==> config.mk <==
export PLATFORM = sky130hd
export DESIGN_NAME = adc_mode_config
export DESIGN_NICKNAME = d
export VERILOG_FILES = /design/src/hw/adc_cfg_pkg.sv /design/src/hw/adc_mode_config.sv /design/src/hw/result_store.sv
export SDC_FILE = /design/constraint.sdc
export NUM_CORES = 1
export LEC_CHECK = 0
export BUFFER_PORTS_ARGS = -buffer_cell sky130_fd_sc_hd__buf_2
export CAP_MARGIN = 25
export CORE_MARGIN = 2
export CORE_UTILIZATION = 40
export DETAILED_ROUTE_END_ITERATION = 7
export SYNTH_ARGS = -nofsm -noshare
export SYNTH_HDL_FRONTEND = slang
export SYNTH_SLANG_ARGS = --single-unit
export TNS_END_PERCENT = 5
==> constraint.sdc <==
create_clock -name mclk -period 9.6 [get_ports mclk]
set_input_delay 0.48 -clock mclk [delete_from_list [all_inputs] [get_ports mclk]]
set_output_delay 0.48 -clock mclk [all_outputs]
set_load 0.02 [all_outputs]
==> src/hw/adc_cfg_pkg.sv <==
// constants and types for the converter configuration block
package adc_cfg_pkg;

	localparam int DATA_W = 16;
	localparam int CFG_W = 32;
	localparam int ADDR_W = 4;
	localparam int NPAIR = 3;
	localparam int FULL_RES = 16;
	localparam int MEM_AW = 3;
	localparam int MEM_DEPTH = 8;

	// config word layout
	localparam logic [31:0] CFG_RESET = 32'h0000_03FF;
	localparam int REF_ON_BIT = 25;
	// span bit of pair p sits at RANGE_A_BIT - p
	localparam int RANGE_A_BIT = 28;

	// register port offsets
	localparam logic [3:0] OFS_CONFIG = 4'h0;
	localparam logic [3:0] OFS_STATUS = 4'h4;

	// last result index of a read sweep
	localparam logic [2:0] LAST_RESULT = 3'h5;

	typedef enum logic {PH_IDLE, PH_SECOND} phase_t;

endpackage

==> src/hw/adc_mode_config.sv <==
// pin and config-word driven mode logic of the six-channel converter
//
// Decided for this implementation: strobed register access and the register offsets.
`timescale 1ns/100ps
module adc_mode_config #(
	parameter int RESOLUTION = 16
) (
	// clock and reset
	input  wire logic                              mclk,
	input  wire logic                              sys_rst,
	// static mode selects
	input  wire logic                              interface_select,
	input  wire logic                              config_source_select,
	// configuration pins
	input  wire logic                              ref_strobe_pin,
	input  wire logic                              range_pin,
	// parallel bus
	input  wire logic                              cs_n,
	input  wire logic                              rd_n,
	input  wire logic [adc_cfg_pkg::DATA_W-1:0]    db_in,
	output logic      [adc_cfg_pkg::DATA_W-1:0]    db_out,
	output logic                                   db_oe_n,
	// serial link
	input  wire logic                              frame_sync_n,
	input  wire logic                              sclk,
	output logic      [adc_cfg_pkg::NPAIR-1:0]     serial_out_x,
	output logic                                   serial_oe_n,
	// conversion control and converter core
	input  wire logic [adc_cfg_pkg::NPAIR-1:0]     pair_conversion_trigger,
	output logic                                   busy,
	output logic      [adc_cfg_pkg::NPAIR-1:0]     core_start,
	input  wire logic                              core_done,
	input  wire logic [1:0]                        core_pair,
	input  wire logic [adc_cfg_pkg::DATA_W-1:0]    core_code0,
	input  wire logic [adc_cfg_pkg::DATA_W-1:0]    core_code1,
	// analog settings
	output logic                                   internal_ref_enable,
	output logic      [adc_cfg_pkg::NPAIR-1:0]     range_sel,
	// register port
	input  wire logic [adc_cfg_pkg::ADDR_W-1:0]    reg_addr,
	input  wire logic [adc_cfg_pkg::CFG_W-1:0]     reg_wdata,
	input  wire logic                              reg_wr,
	input  wire logic                              reg_rd,
	output logic      [adc_cfg_pkg::CFG_W-1:0]     reg_rdata
);
	import adc_cfg_pkg::*;

	////////////////////////////////////////////////////////////////////////////
	// state

	typedef struct packed {
		logic [CFG_W-1:0]             cfg;
		logic [DATA_W-1:0]            hi_half;
		logic                         word_ph;
		logic [NPAIR-1:0]             pend;
		logic [NPAIR-1:0]             trig_q;
		logic                         busy;
		logic [NPAIR-1:0]             core_start;
		logic                         wr_q;
		logic                         rd_q;
		logic                         fs_q;
		logic                         sclk_q;
		logic [MEM_AW-1:0]            rd_ptr;
		logic [DATA_W-1:0]            db_out;
		logic                         db_oe_n;
		logic [NPAIR-1:0][2*DATA_W-1:0] sh;
		logic                         ser_oe_n;
		logic [NPAIR-1:0]             ser_out;
		logic                         ref_en;
		logic [NPAIR-1:0]             range_sel;
		logic [CFG_W-1:0]             reg_rdata;
		phase_t                       phase;
		logic [DATA_W-1:0]            code1;
		logic [1:0]                   wpair;
		logic                         mem_we;
		logic [MEM_AW-1:0]            mem_waddr;
		logic [DATA_W-1:0]            mem_wdata;
	} state_t;

	state_t s;
	state_t next_s;

	logic                hw_mode;
	logic                par_mode;
	logic                par_wr;
	logic                par_rd;
	logic                wr_fall;
	logic                rd_fall;
	logic                fs_fall;
	logic                sclk_rise;
	logic [NPAIR-1:0]    rise;
	logic [NPAIR-1:0]    done_mask;
	logic [DATA_W-1:0]   mem_rdata;
	logic [DATA_W-1:0]   top_mask;
	logic                cfg_reg_wr;

	assign hw_mode = ~config_source_select;
	assign par_mode = ~interface_select;
	// strobe pin is a store strobe only in word mode on the parallel bus
	assign par_wr = config_source_select & par_mode & ~cs_n & ~ref_strobe_pin;
	assign par_rd = par_mode & ~cs_n & ~rd_n;
	assign wr_fall = par_wr & ~s.wr_q;
	assign rd_fall = par_rd & ~s.rd_q;
	assign fs_fall = ~frame_sync_n & s.fs_q;
	assign sclk_rise = sclk & ~s.sclk_q;
	assign rise = pair_conversion_trigger & ~s.trig_q;
	assign done_mask = core_done ? NPAIR'(3'h1 << core_pair) : '0;
	assign cfg_reg_wr = reg_wr & (reg_addr == OFS_CONFIG);
	assign top_mask = (RESOLUTION < FULL_RES) ? 16'h7FFF : 16'hFFFF;

	////////////////////////////////////////////////////////////////////////////
	// next state

	always_comb begin
		next_s = s;
		next_s.trig_q = pair_conversion_trigger;
		next_s.wr_q = par_wr;
		next_s.rd_q = par_rd;
		next_s.fs_q = frame_sync_n;
		next_s.sclk_q = sclk;
		next_s.mem_we = 1'b0;
		next_s.reg_rdata = '0;

		// conversion start and completion, a new start wins over a done
		next_s.pend = (s.pend & ~done_mask) | rise;
		next_s.core_start = rise;
		next_s.busy = |next_s.pend;

		// results: two writes per completed pair
		unique case (s.phase)
			PH_IDLE: begin
				if (core_done) begin
					next_s.mem_we = 1'b1;
					next_s.mem_waddr = {core_pair, 1'b0};
					next_s.mem_wdata = core_code0;
					next_s.code1 = core_code1;
					next_s.wpair = core_pair;
					next_s.phase = PH_SECOND;
					next_s.sh[core_pair] = {core_code0, core_code1};
				end
			end
			PH_SECOND: begin
				next_s.mem_we = 1'b1;
				next_s.mem_waddr = {s.wpair, 1'b1};
				next_s.mem_wdata = s.code1;
				next_s.phase = PH_IDLE;
			end
		endcase

		// read sweep restarts once all pairs are done
		if (s.busy && !next_s.busy) begin
			next_s.rd_ptr = '0;
		end

		// analog settings from pins or word
		if (hw_mode) begin
			next_s.ref_en = ref_strobe_pin;
			next_s.range_sel = {NPAIR{range_pin}};
		end else begin
			next_s.ref_en = s.cfg[REF_ON_BIT];
			for (int i = 0; i < NPAIR; i++) begin
				next_s.range_sel[i] = s.cfg[RANGE_A_BIT-i];
			end
		end

		// parallel store: upper half first, lower half commits
		if (wr_fall) begin
			if (!s.word_ph) begin
				next_s.hi_half = db_in;
				next_s.word_ph = 1'b1;
			end else begin
				next_s.cfg = {s.hi_half, db_in};
				next_s.word_ph = 1'b0;
			end
		end
		if (cfg_reg_wr) begin
			next_s.cfg = reg_wdata;
			next_s.word_ph = 1'b0;
		end

		// parallel read
		next_s.db_oe_n = ~par_rd;
		if (rd_fall) begin
			next_s.db_out = mem_rdata & top_mask;
			next_s.rd_ptr = (s.rd_ptr == LAST_RESULT) ? '0 : s.rd_ptr + 3'h1;
		end

		// serial frames, ignored while converting
		// a refused frame stays quiet until frame_sync_n rises again
		if (frame_sync_n || !interface_select) begin
			next_s.ser_oe_n = 1'b1;
			next_s.ser_out = '0;
		end else if (fs_fall && !s.busy) begin
			next_s.ser_oe_n = 1'b0;
			for (int i = 0; i < NPAIR; i++) begin
				next_s.ser_out[i] = s.sh[i][2*DATA_W-1];
			end
		end else if (!s.ser_oe_n && sclk_rise) begin
			for (int i = 0; i < NPAIR; i++) begin
				next_s.sh[i] = {s.sh[i][2*DATA_W-2:0], 1'b0};
				next_s.ser_out[i] = s.sh[i][2*DATA_W-2];
			end
		end

		// register reads
		if (reg_rd) begin
			unique case (reg_addr)
				OFS_CONFIG: next_s.reg_rdata = s.cfg;
				OFS_STATUS: next_s.reg_rdata = {20'h0_0000, s.word_ph, s.pend,
					s.range_sel, s.ref_en, config_source_select,
					interface_select, s.busy, 1'b0};
				default: next_s.reg_rdata = '0;
			endcase
		end
	end

	always_ff @(posedge mclk or posedge sys_rst) begin
		if (sys_rst) begin
			s <= '0;
			s.cfg <= CFG_RESET;
			s.db_oe_n <= 1'b1;
			s.ser_oe_n <= 1'b1;
			// store, read and trigger samples read as held so release starts none; fs_q reads high, so a low frame_sync_n starts a frame
			s.wr_q <= 1'b1;
			s.rd_q <= 1'b1;
			s.fs_q <= 1'b1;
			s.trig_q <= '1;
		end else begin
			s <= next_s;
		end
	end

	////////////////////////////////////////////////////////////////////////////
	// result memory and outputs

	// two write cycles per pair, so done pulses must come at least two apart
	result_store u_store (
		.mclk  (mclk),
		.we    (s.mem_we),
		.waddr (s.mem_waddr),
		.wdata (s.mem_wdata),
		.raddr (s.rd_ptr),
		.rdata (mem_rdata)
	);

	assign db_out = s.db_out;
	assign db_oe_n = s.db_oe_n;
	assign serial_out_x = s.ser_out;
	assign serial_oe_n = s.ser_oe_n;
	assign busy = s.busy;
	assign core_start = s.core_start;
	assign internal_ref_enable = s.ref_en;
	assign range_sel = s.range_sel;
	assign reg_rdata = s.reg_rdata;

	for (genvar p = 0; p < NPAIR; p++) begin : g_span

	end
endmodule

==> src/hw/result_store.sv <==
// small result memory with registered read data
`timescale 1ns/100ps
module result_store (
	// clock
	input  wire logic                              mclk,
	// write side
	input  wire logic                              we,
	input  wire logic [adc_cfg_pkg::MEM_AW-1:0]    waddr,
	input  wire logic [adc_cfg_pkg::DATA_W-1:0]    wdata,
	// read side
	input  wire logic [adc_cfg_pkg::MEM_AW-1:0]    raddr,
	output logic      [adc_cfg_pkg::DATA_W-1:0]    rdata
);
	import adc_cfg_pkg::*;

	logic [DATA_W-1:0] mem [MEM_DEPTH];

	always_ff @(posedge mclk) begin
		if (we) begin
			mem[waddr] <= wdata;
		end
		rdata <= mem[raddr];
	end

endmodule

==> results of run 1 <==
==> final cells by class <==
class	instances	area, sq um
Fill cell	3624	21300
Sequential cell	402	10600
Multi-Input combinational cell	673	4980
Clock buffer	63	1240
Timing Repair Buffer	182	1020
Tap cell	525	657
Clock inverter	14	105
Inverter	6	30.0
Antenna cell	6	15.0
==> per-layer routing <==
metal / up-vias / GRT usage / share of wire
met1: 4667 / 0.238 / 0.48
met3: 56 / 0.0278 / 0.040
li1: 4451 / - / -
met5: - / 0 / 0.00038
met4: 2 / 0.0551 / 0.022
met2: 167 / 0.253 / 0.46
==> stage by stage <==
stage | utilization | hold WS (ps) | power, mW | cells | cell area (sq um)
detailed placement | 0.431 | 407 | 3.09 | 1782 | 17200
CTS | 0.465 | 22.2 | 4.67 | 1859 | 18600
floorplan | - | 398 | 2.89 | 1211 | 16300
finish | 0.467 | 52.0 | 4.61 | 1871 | 18700
global placement | 0.430 | 406 | 3.06 | 1780 | 17200
global route | 0.467 | 36.3 | 4.86 | 1871 | 18700
==> cells in the final DEF, fill, tap and decap left out, types with 5 or more instances in the layout <==
| master | synthesis | routed |
|---|---|---|
| a22o_1 | 12 | 12 |
| and3_1 | 22 | 21 |
| clkbuf_8 | 0 | 9 |
| inv_1 | 6 | 5 |
| dfstp_2 | 18 | 18 |
| buf_4 | 58 | 13 |
| mux4_2 | 32 | 32 |
| nor2_1 | 45 | 39 |
| o21ai_0 | 107 | 107 |
| buf_2 | 21 | 162 |
| mux2_2 | 51 | 51 |
| nor2_2 | 1 | 7 |
| edfxtp_1 | 128 | 128 |
| clkbuf_1 | 47 | 11 |
| clkbuf_16 | 0 | 43 |
| nand2b_1 | 7 | 7 |
| nor2b_1 | 6 | 6 |
| clkinv_2 | 0 | 7 |
| diode_2 | 0 | 6 |
| dfrtp_1 | 240 | 238 |
| a21oi_1 | 34 | 34 |
| dfxtp_1 | 16 | 16 |
| mux2i_1 | 149 | 149 |
| o21ai_1 | 5 | 5 |
| nand2_1 | 172 | 171 |
==> worst reg2reg max path: stages, from the launching register on <==
cell and delay (ps):
dfrtp_1 360, nor3b_1 330, and3_4 720, buf_4 790, o21ai_0 310
==> sequential cells by signal, summed over array words and instances, names as in the netlist <==
name,flops
reg_rdata,32
u_store.mem,128
s,197
serial_out_x,3
db_out,16
core_start,3
range_sel,3
busy,1
internal_ref_enable,1
u_store.rdata,16
db_oe_n,1
serial_oe_n,1
==> path summary, 6_finish.rpt <==
path / start / to / slack, ps / cells after the start
worst max-delay path: s[195]$_DFF_PP0_ / s[129]$_DFF_PP0_ / 6930 / 4
worst min-delay path: pair_conversion_trigger[0] / s[203]$_DFF_PP1_ / 50 / 1
worst max register to register: s[195]$_DFF_PP0_ / s[129]$_DFF_PP0_ / 6930 / 4
worst min register to register: u_store.rdata[14]$_DFF_P_ / db_out[14]$_DFFE_PP0P_ / 410 / 2
max in group asynchronous: sys_rst / s[193]$_DFFE_PP0P_ / 7890 / 3
min in group asynchronous: sys_rst / s[109]$_DFF_PP0_ / 180 / 2
==> kinds of logic (layout without fill, tap and decap cells) <==
logic type | after synthesis | count (layout) | share of synthesized area
AOI/OAI and AO/OA | 168 | 168 | 0.0565
xor gates and xnor gates | 1 | 1 | 0.000537
and+or+nand+nor | 272 | 272 | 0.0727
buffers and inverters | 136 | 265 | 0.0468
DFF | 402 | 402 | 0.653
muxes | 232 | 232 | 0.171
other | 0 | 6 | 0
==> power by group <==
| part | total [mW] | internal, mW | leakage (nW) | switching (mW) |
|---|---|---|---|---|
| Clock | 1.57 | 0.922 | 0.661 | 0.645 |
| Sequential | 2.36 | 2.14 | 4.42 | 0.224 |
| Combinational | 0.682 | 0.357 | 2.70 | 0.325 |
| Total | 4.61 | 3.42 | 7.78 | 1.19 |
==> impl_metrics.yaml, run 1 <==
run_status:
  status: "finished clean"
detailed_routing:
  ant_nets: 0
  detail_route.iter0.violations: 534
  first_pass_iters: 4
  wire_per_inst_um: 18.2
  routed_wl_mm: 34.0
  routed_via_density: 4.99
  post-route-drc-count: 0
  routed-via-count: 9343
cts:
  ctsHtreeMaxLevel: 2
  clk_path_buf_depth: 3
  hold_buffers: 0
  cts_resized: 0
  clockRootBuffer: "clkbuf_16"
  cts_tree: "done"
  post_cts_buffers: 0
  cts_made_buffers: 43
  clock_latency_ps: 530
  clk_pin_slew_ps: 60
  cts.sinks: 402
grt:
  grt_pass1_wl_mm: 54.1
  grt_overflow: 0
  grt.total_usage: 0.165
  grt_antenna_before_repair: 7
  grt_pass1_vias: 9604
  grt_max_degree: 133
hold_path:
  hold_path_class: "in2reg"
worst_setup_path:
  path_cells: "nor3b_1 > and3_4 > buf_4 > o21ai_0"
  endpoint_kind: "flop"
  critPathKind: "reg2reg"
  crit_path_max_incr_delay_ps: 770
  start_kind: "flop"
  cp.arrival_ps: 3030
  required_ps: 9960
  worst-path-buf-inv: 1
  path_max_fanout: 106
  crit_family: "simple AND/OR/NAND/NOR gates"
  cp_slowest_cell: "buf_4"
timing:
  tns_ps: 0
  post-route-period-util: 0.278
  slew_viol_final: 0
  rsz0062_at_grt: "false"
  hold_viol: 0
  finalWorstSetupSlack_ps: 6930
  layout_min_cycle_time_ps: 2670
  clock.fmax_mhz: 375
  setup_viol: 0
  fin_skew_ps: 12.0
  slew_headroom: 0.325
  tightest_slew_ps: 1010
place:
  pre_cts_slack_ps: 6720
  io_buffers: 162
  dp_hpwl_mm: 21.9
  gp_congestion: 0.774
logic_synthesis:
  yosysSeqAreaShare: 0.653
  syn_nets: 1313
  ys_ff_latch: 402
  yosys.area.top_type: "dfrtp_1"
  async_reset_ff_frac: 0.642
  syn_area_sq_um: 16300
  yosys_most_used_dff: "dfrtp_1"
  synth.most_common_cell: "dfrtp_1"
  synth_edf_count: 128
  synth.area.top_cells: "dfrtp_1 37%, edfxtp_1 24%, mux2i_1 9.1%"
  syn_area_per_cell_sq_um: 13.5
  synth.top_cell.area_share: 0.368
  synth_commonest_cells: "240 x dfrtp_1, 172 x nand2_1, 149 x mux2i_1"
  ys_warn_count: 0
  synthCells: 1211
  synth.distinct_cells: 41
floorplanning:
  dieWidth_um: 206
  core_area_sq_um: 40000
  fp.dieH_um: 206
  pin_count: 163
  initial_core_util: 0.408
  die_area_sq_um: 42400
  row_count: 73
layout:
  area_growth_pct: 14.6
  fin_nets: 1410
  drive_gt1_frac: 0.275
pwr:
  ir_drop_uv: 113
  cellLeakagePower_nw: 7.78
  p_per_area_nw_per_um2: 247
flow_run:
  maxCapViolCount: 0
Note: power is estimated with default switching activity, not from simulation.
==> inputs of run 2 (changes only) <==
==> constraint.sdc (replaced) <==
create_clock -name mclk -period 2.2 [get_ports mclk]
set_input_delay 0.11 -clock mclk [delete_from_list [all_inputs] [get_ports mclk]]
set_output_delay 0.11 -clock mclk [all_outputs]
set_load 0.02 [all_outputs]
==> run 2 against run 1 <==
  * Clock power increased to 4.6 times the previous value
  * Final area grew 7.3%
  * Combinational power grew to 5.1 times the previous value
  * Die area is the same
  * Via count increased by 6.4%
  * Critical endpoint is now s[241]$_DFFE_PP0P_
==> impl_metrics.yaml, run 2 (synthesis gave the netlist of run 1 again) <==
grt:
  grt_pass1_wl_mm: 56.6
  grt_pass1_vias: 10300
  grt.total_usage: 0.172
  grt_max_degree: 110
  grt_antenna_before_repair: 4
  grt_overflow: 0
detailed_routing:
  routed-via-count: 9940
  detail_route.iter0.violations: 604
  ant_nets: 0
  wire_per_inst_um: 17.9
  routed_via_density: 4.97
  wl_met1_mm: 16.6
  post-route-drc-count: 0
  routed_wl_mm: 35.7
  wl_met3_mm: 1.40
  first_pass_iters: 5
  met2WireLength_mm: 16.8
  top_layer: "met5"
cts:
  cts_made_buffers: 43
  ctsHtreeMaxLevel: 2
  cts.sinks: 402
  cts_tree: "done"
  clock_latency_ps: 560
  clk_pin_slew_ps: 60
  clockRootBuffer: "clkbuf_16"
  clk_path_buf_depth: 3
timing:
  hold_slack_ps: 98.4
  setup_viol: 0
  fin_skew_ps: 14.4
  finalWorstSetupSlack_ps: 83.2
  post-route-period-util: 0.962
  rsz0062_at_grt: "false"
  slew_headroom: 0.599
  layout_min_cycle_time_ps: 2120
  clock.fmax_mhz: 472
  slew_viol_final: 0
  tightest_slew_ps: 602
  hold_viol: 0
layout:
  largest_register_ff_count: 197
  fin_nets: 1538
  area_growth_pct: 23.0
  drive_gt1_frac: 0.256
  finalCoreUtilization: 0.501
  final_cell_mix: "239 x dfrtp_1, 171 x nand2_1, 162 x buf_2"
  final_common_cell: "dfrtp_1"
  regMostFlops: "s"
  final_area_sq_um: 20100
pwr:
  p_switching_mw: 5.38
  p_int_mw: 15.5
  seq_power_share: 0.487
  clkPwrFrac: 0.345
  cellLeakagePower_nw: 8.39
  comb_power_share: 0.168
  switching_share: 0.258
  p_per_area_nw_per_um2: 1040
  ir_drop_uv: 576
worst_setup_path:
  path_max_fanout: 32
  crit_path_max_incr_delay_ps: 580
  cp.arrival_ps: 2540
  critPathKind: "reg2reg"
  endpoint_kind: "flop"
  worst-path-buf-inv: 2
  reg2regPathDepth: 5
  path_cells: "nand3b_1 > buf_6 > mux2i_1 > a21oi_1 > dlygate4sd3_1"
  critPathLaunch: "s[198]$_DFF_PP1_"
  start_kind: "flop"
  regToRegSetupSlack_ps: 80
  crit_family: "buffers and inverters"
  cp_slowest_cell: "dlygate4sd3_1"
  reg2reg_from: "s[198]$_DFF_PP1_"
  worstReg2RegEnd: "s[241]$_DFFE_PP0P_"
  required_ps: 2630
flow_run:
  maxCapViolCount: 0
place:
  gp_congestion: 0.780
  pre_cts_slack_ps: 330
  dp_hpwl_mm: 21.9
  placed_cell_area_sq_um: 17500
  io_buffers: 162
hold_path:
  hold_path_class: "in2async"
run_status:
  status: "finished clean"
floorplanning:
  pin_count: 163
  initial_core_util: 0.408
  core_area_sq_um: 40000
  dieWidth_um: 206
  row_count: 73
  die_area_sq_um: 42400
  fp.dieH_um: 206
## run 2: what timing repair did
action / 4_1_cts / 5_1_grt
endpoints found under the hold margin: 224 / 0
buffers inserted: 0 / 0
resized for setup: 0 / 2
hold buffers: 114 / 0
setup endpoints to repair: 0 / 13
## run 2: how the worst max path moves through the flow
| stage | endpoint | slack (ps) | cells past startpoint |
|---|---|---|---|
| 6_report | s[241]$_DFFE_PP0P_ | 80 | 5 |
| 5_1_grt | s[241]$_DFFE_PP0P_ | 30 | 5 |
| 4_1_cts | s[236]$_DFFE_PP0P_ | 50 | 5 |
| 3_5_place_dp | s[154]$_DFF_PP0_ | 330 | 7 |
| 3_3_place_gp | s[164]$_DFF_PP0_ | 390 | 7 |
| 2_1_floorplan | busy$_DFF_PP0_ | -1290 | 1 |
## run 2: layout make-up
type                            count  area, sq um
Fill cell                        3522        20000
Sequential cell                   402        10600
Multi-Input combinational cell    673         4960
Timing Repair Buffer              310         2350
Clock buffer                       61         1260
Tap cell                          525          657
Clock inverter                     18          159
Inverter                            6         26.3
Antenna cell                        3         7.51
## run 2: tightest hold or removal path: cells and delay by family
family   cells  cell delay, ps
buf+inv      3             930
## run 2: layer usage
metal,track usage,vias to the layer above
met4,0.0628,2
met1,0.239,5009
met3,0.0270,59
met2,0.275,176
li1,-,4694
met5,0,-
## run 2: per-stage QoR
stage,power [mW],setup TNS [ps],std cells
finish,20.9,0,1998
global route,22.0,0,1998
CTS,21.2,0,1995
detailed placement,13.6,0,1802
global placement,13.4,0,1802
floorplan,12.6,-318010,1211
## run 2: power by group through the flow
stage	registers, mW	logic [mW]	clock network [mW]
after floorplan	9.98	2.61	0
after detailed placement	10.3	3.25	0
final	10.2	3.51	7.20
after global placement	10.3	3.17	0
after global routing	10.4	3.90	7.72
after CTS	10.2	3.56	7.42
==> inputs of run 3 (changes only) <==
--- a/config.mk
+++ b/config.mk
@@ -7,7 +7,6 @@
 export LEC_CHECK = 0
 export BUFFER_PORTS_ARGS = -buffer_cell sky130_fd_sc_hd__buf_2
 export CAP_MARGIN = 25
-export CORE_MARGIN = 2
 export CORE_UTILIZATION = 40
 export DETAILED_ROUTE_END_ITERATION = 7
 export SYNTH_ARGS = -nofsm -noshare
==> run 3 against run 2 <==
  * Final area is 0.27% lower
  * Setup slack improved by 56 ps
  * Wire length increased by 0.48%
  * Cell count is 0.15% lower
  * Maximum frequency up 2.7%
  * Largest cell class unchanged
==> impl_metrics.yaml, run 3 (synthesis gave the netlist of run 1 again) <==
pwr:
  comb_power_share: 0.170
  switching_share: 0.262
  power.total_mw: 20.7
  cellLeakagePower_nw: 8.36
  p_int_mw: 15.2
  clkPwrFrac: 0.337
  seq_power_share: 0.493
  p_per_area_nw_per_um2: 1030
  ir_drop_uv: 542
  p_switching_mw: 5.42
worst_setup_path:
  critPathKind: "in2reg"
  endpoint_kind: "flop"
  crit_path_max_incr_delay_ps: 580
  cp_slowest_cell: "dlygate4sd3_1"
  path_cells: "dlygate4sd3_1 > buf_2 > nor4b_2 > nand3b_1 > buf_12 > mux2i_1 > a21oi_1 > dlygate4sd3_1"
  required_ps: 2670
  cp_common_cell: "dlygate4sd3_1"
  regToRegSetupSlack_ps: 260
  path_max_fanout: 32
  start_kind: "input port"
  crit_family: "buffers and inverters"
  cp.arrival_ps: 2530
  worst-path-buf-inv: 4
timing:
  fin_skew_ps: 19.7
  slew_headroom: 0.612
  layout_min_cycle_time_ps: 2060
  post-route-period-util: 0.937
  rsz0062_at_grt: "false"
  tightest_slew_ps: 581
  setup_viol: 0
  hold_viol: 0
  slew_viol_final: 0
  hold_slack_ps: 48.8
  clock.fmax_mhz: 485
  tns_ps: 0
cts:
  ctsHtreeMaxLevel: 2
  clockRootBuffer: "clkbuf_16"
  cts_resized: 0
  cts_made_buffers: 43
  clock_latency_ps: 550
  clk_path_buf_depth: 3
  cts.sinks: 402
  clk_pin_slew_ps: 60
  cts_tree: "done"
floorplanning:
  dieWidth_um: 204
  pin_count: 163
  initial_core_util: 0.408
  row_count: 73
  core_area_sq_um: 40000
  die_area_sq_um: 41600
  fp.dieH_um: 204
layout:
  final_cell_mix: "239 x dfrtp_1, 171 x nand2_1, 162 x buf_2"
  largest_register_ff_count: 197
  regMostFlops: "s"
  final_area_sq_um: 20000
  area_growth_pct: 22.6
  fin_nets: 1537
  drive_gt1_frac: 0.259
  final_common_cell: "dfrtp_1"
grt:
  grt_max_degree: 69
  grt.total_usage: 0.179
  grt_overflow: 0
  grt_pass1_vias: 10500
  grt_pass1_wl_mm: 58.2
  grt_antenna_before_repair: 1
place:
  io_buffers: 162
  gp_congestion: 0.776
  placed_cell_area_sq_um: 17500
  dp_hpwl_mm: 22.6
detailed_routing:
  first_pass_iters: 4
  routed-via-count: 9857
  routed_via_density: 4.94
  post-route-drc-count: 0
  routed_wl_mm: 35.9
  wire_per_inst_um: 18.0
  ant_nets: 0
  detail_route.iter0.violations: 523
flow_run:
  maxCapViolCount: 0
run_status:
  status: "finished clean"
hold_path:
  hold_path_class: "in2reg"
==> run 3: path summary, 6_finish.rpt <==
| check | endpoint | cells past startpoint | start |
|---|---|---|---|
| min in group asynchronous | s[195]$_DFF_PP0_ | 3 | sys_rst |
| max in group asynchronous | s[196]$_DFF_PP1_ | 4 | sys_rst |
| min reg2reg | db_out[4]$_DFFE_PP0P_ | 2 | u_store.rdata[4]$_DFF_P_ |
| max | s[226]$_DFFE_PP1P_ | 8 | interface_select |
| max reg2reg | s[236]$_DFFE_PP0P_ | 5 | s[198]$_DFF_PP1_ |
| min | reg_rdata[31]$_DFF_PP0_ | 2 | reg_rd |
==> run 3: worst reg2reg max path, cell delays in order (launching register included) <==
cell and delay (ps):
dfstp_2 520, nand3b_1 140, buf_12 270, mux2i_1 230, a21oi_1 90, dlygate4sd3_1 580
==> run 3: per-stage QoR <==
| stage | setup WS, ps | utilization | std cells |
|---|---|---|---|
| 2_1_floorplan | -1290 | - | 1211 |
| 3_3_place_gp | 411 | 0.438 | 1806 |
| 3_5_place_dp | 293 | 0.438 | 1806 |
| 4_1_cts | 202 | 0.500 | 1994 |
| 5_1_grt | 15.8 | 0.500 | 1995 |
| 6_report | 139 | 0.500 | 1995 |
==> run 3: routing by layer <==
layer  global-route usage  routed length [um]  part of all wire  vias to the layer above
li1                     -                   -                 -                     4695
met1                0.246               16600              0.46                     4923
met2                0.292               17000              0.47                      177
met3               0.0277                1490             0.041                       62
met4               0.0532                 824             0.023                        0
met5                    0                   0                 0                        -
==> run 3: cell type report <==
class	count	area [sq um]
multi-input combinational	673	4950
antenna	1	2.50
timing repair buffer	309	2350
sequential	402	10600
tap	525	657
fill	3495	20000
inverter	6	26.3
clock inverter	18	128
clock buffer	61	1240
==> run 3: power groups by stage <==
stage          Sequential [mW]  Clock [mW]  Combinational (mW)
2_1_floorplan             9.98           0                2.61
3_3_place_gp              10.3           0                3.21
3_5_place_dp              10.3           0                3.29
4_1_cts                   10.2        7.17                3.56
5_1_grt                   10.4        7.42                3.91
6_report                  10.2        6.96                3.51
==> run 3: repair_timing <==
action / CTS / global route
hold buffers: 109 / 0
hold endpoints to repair: 213 / 0
setup buffers: 0 / 0
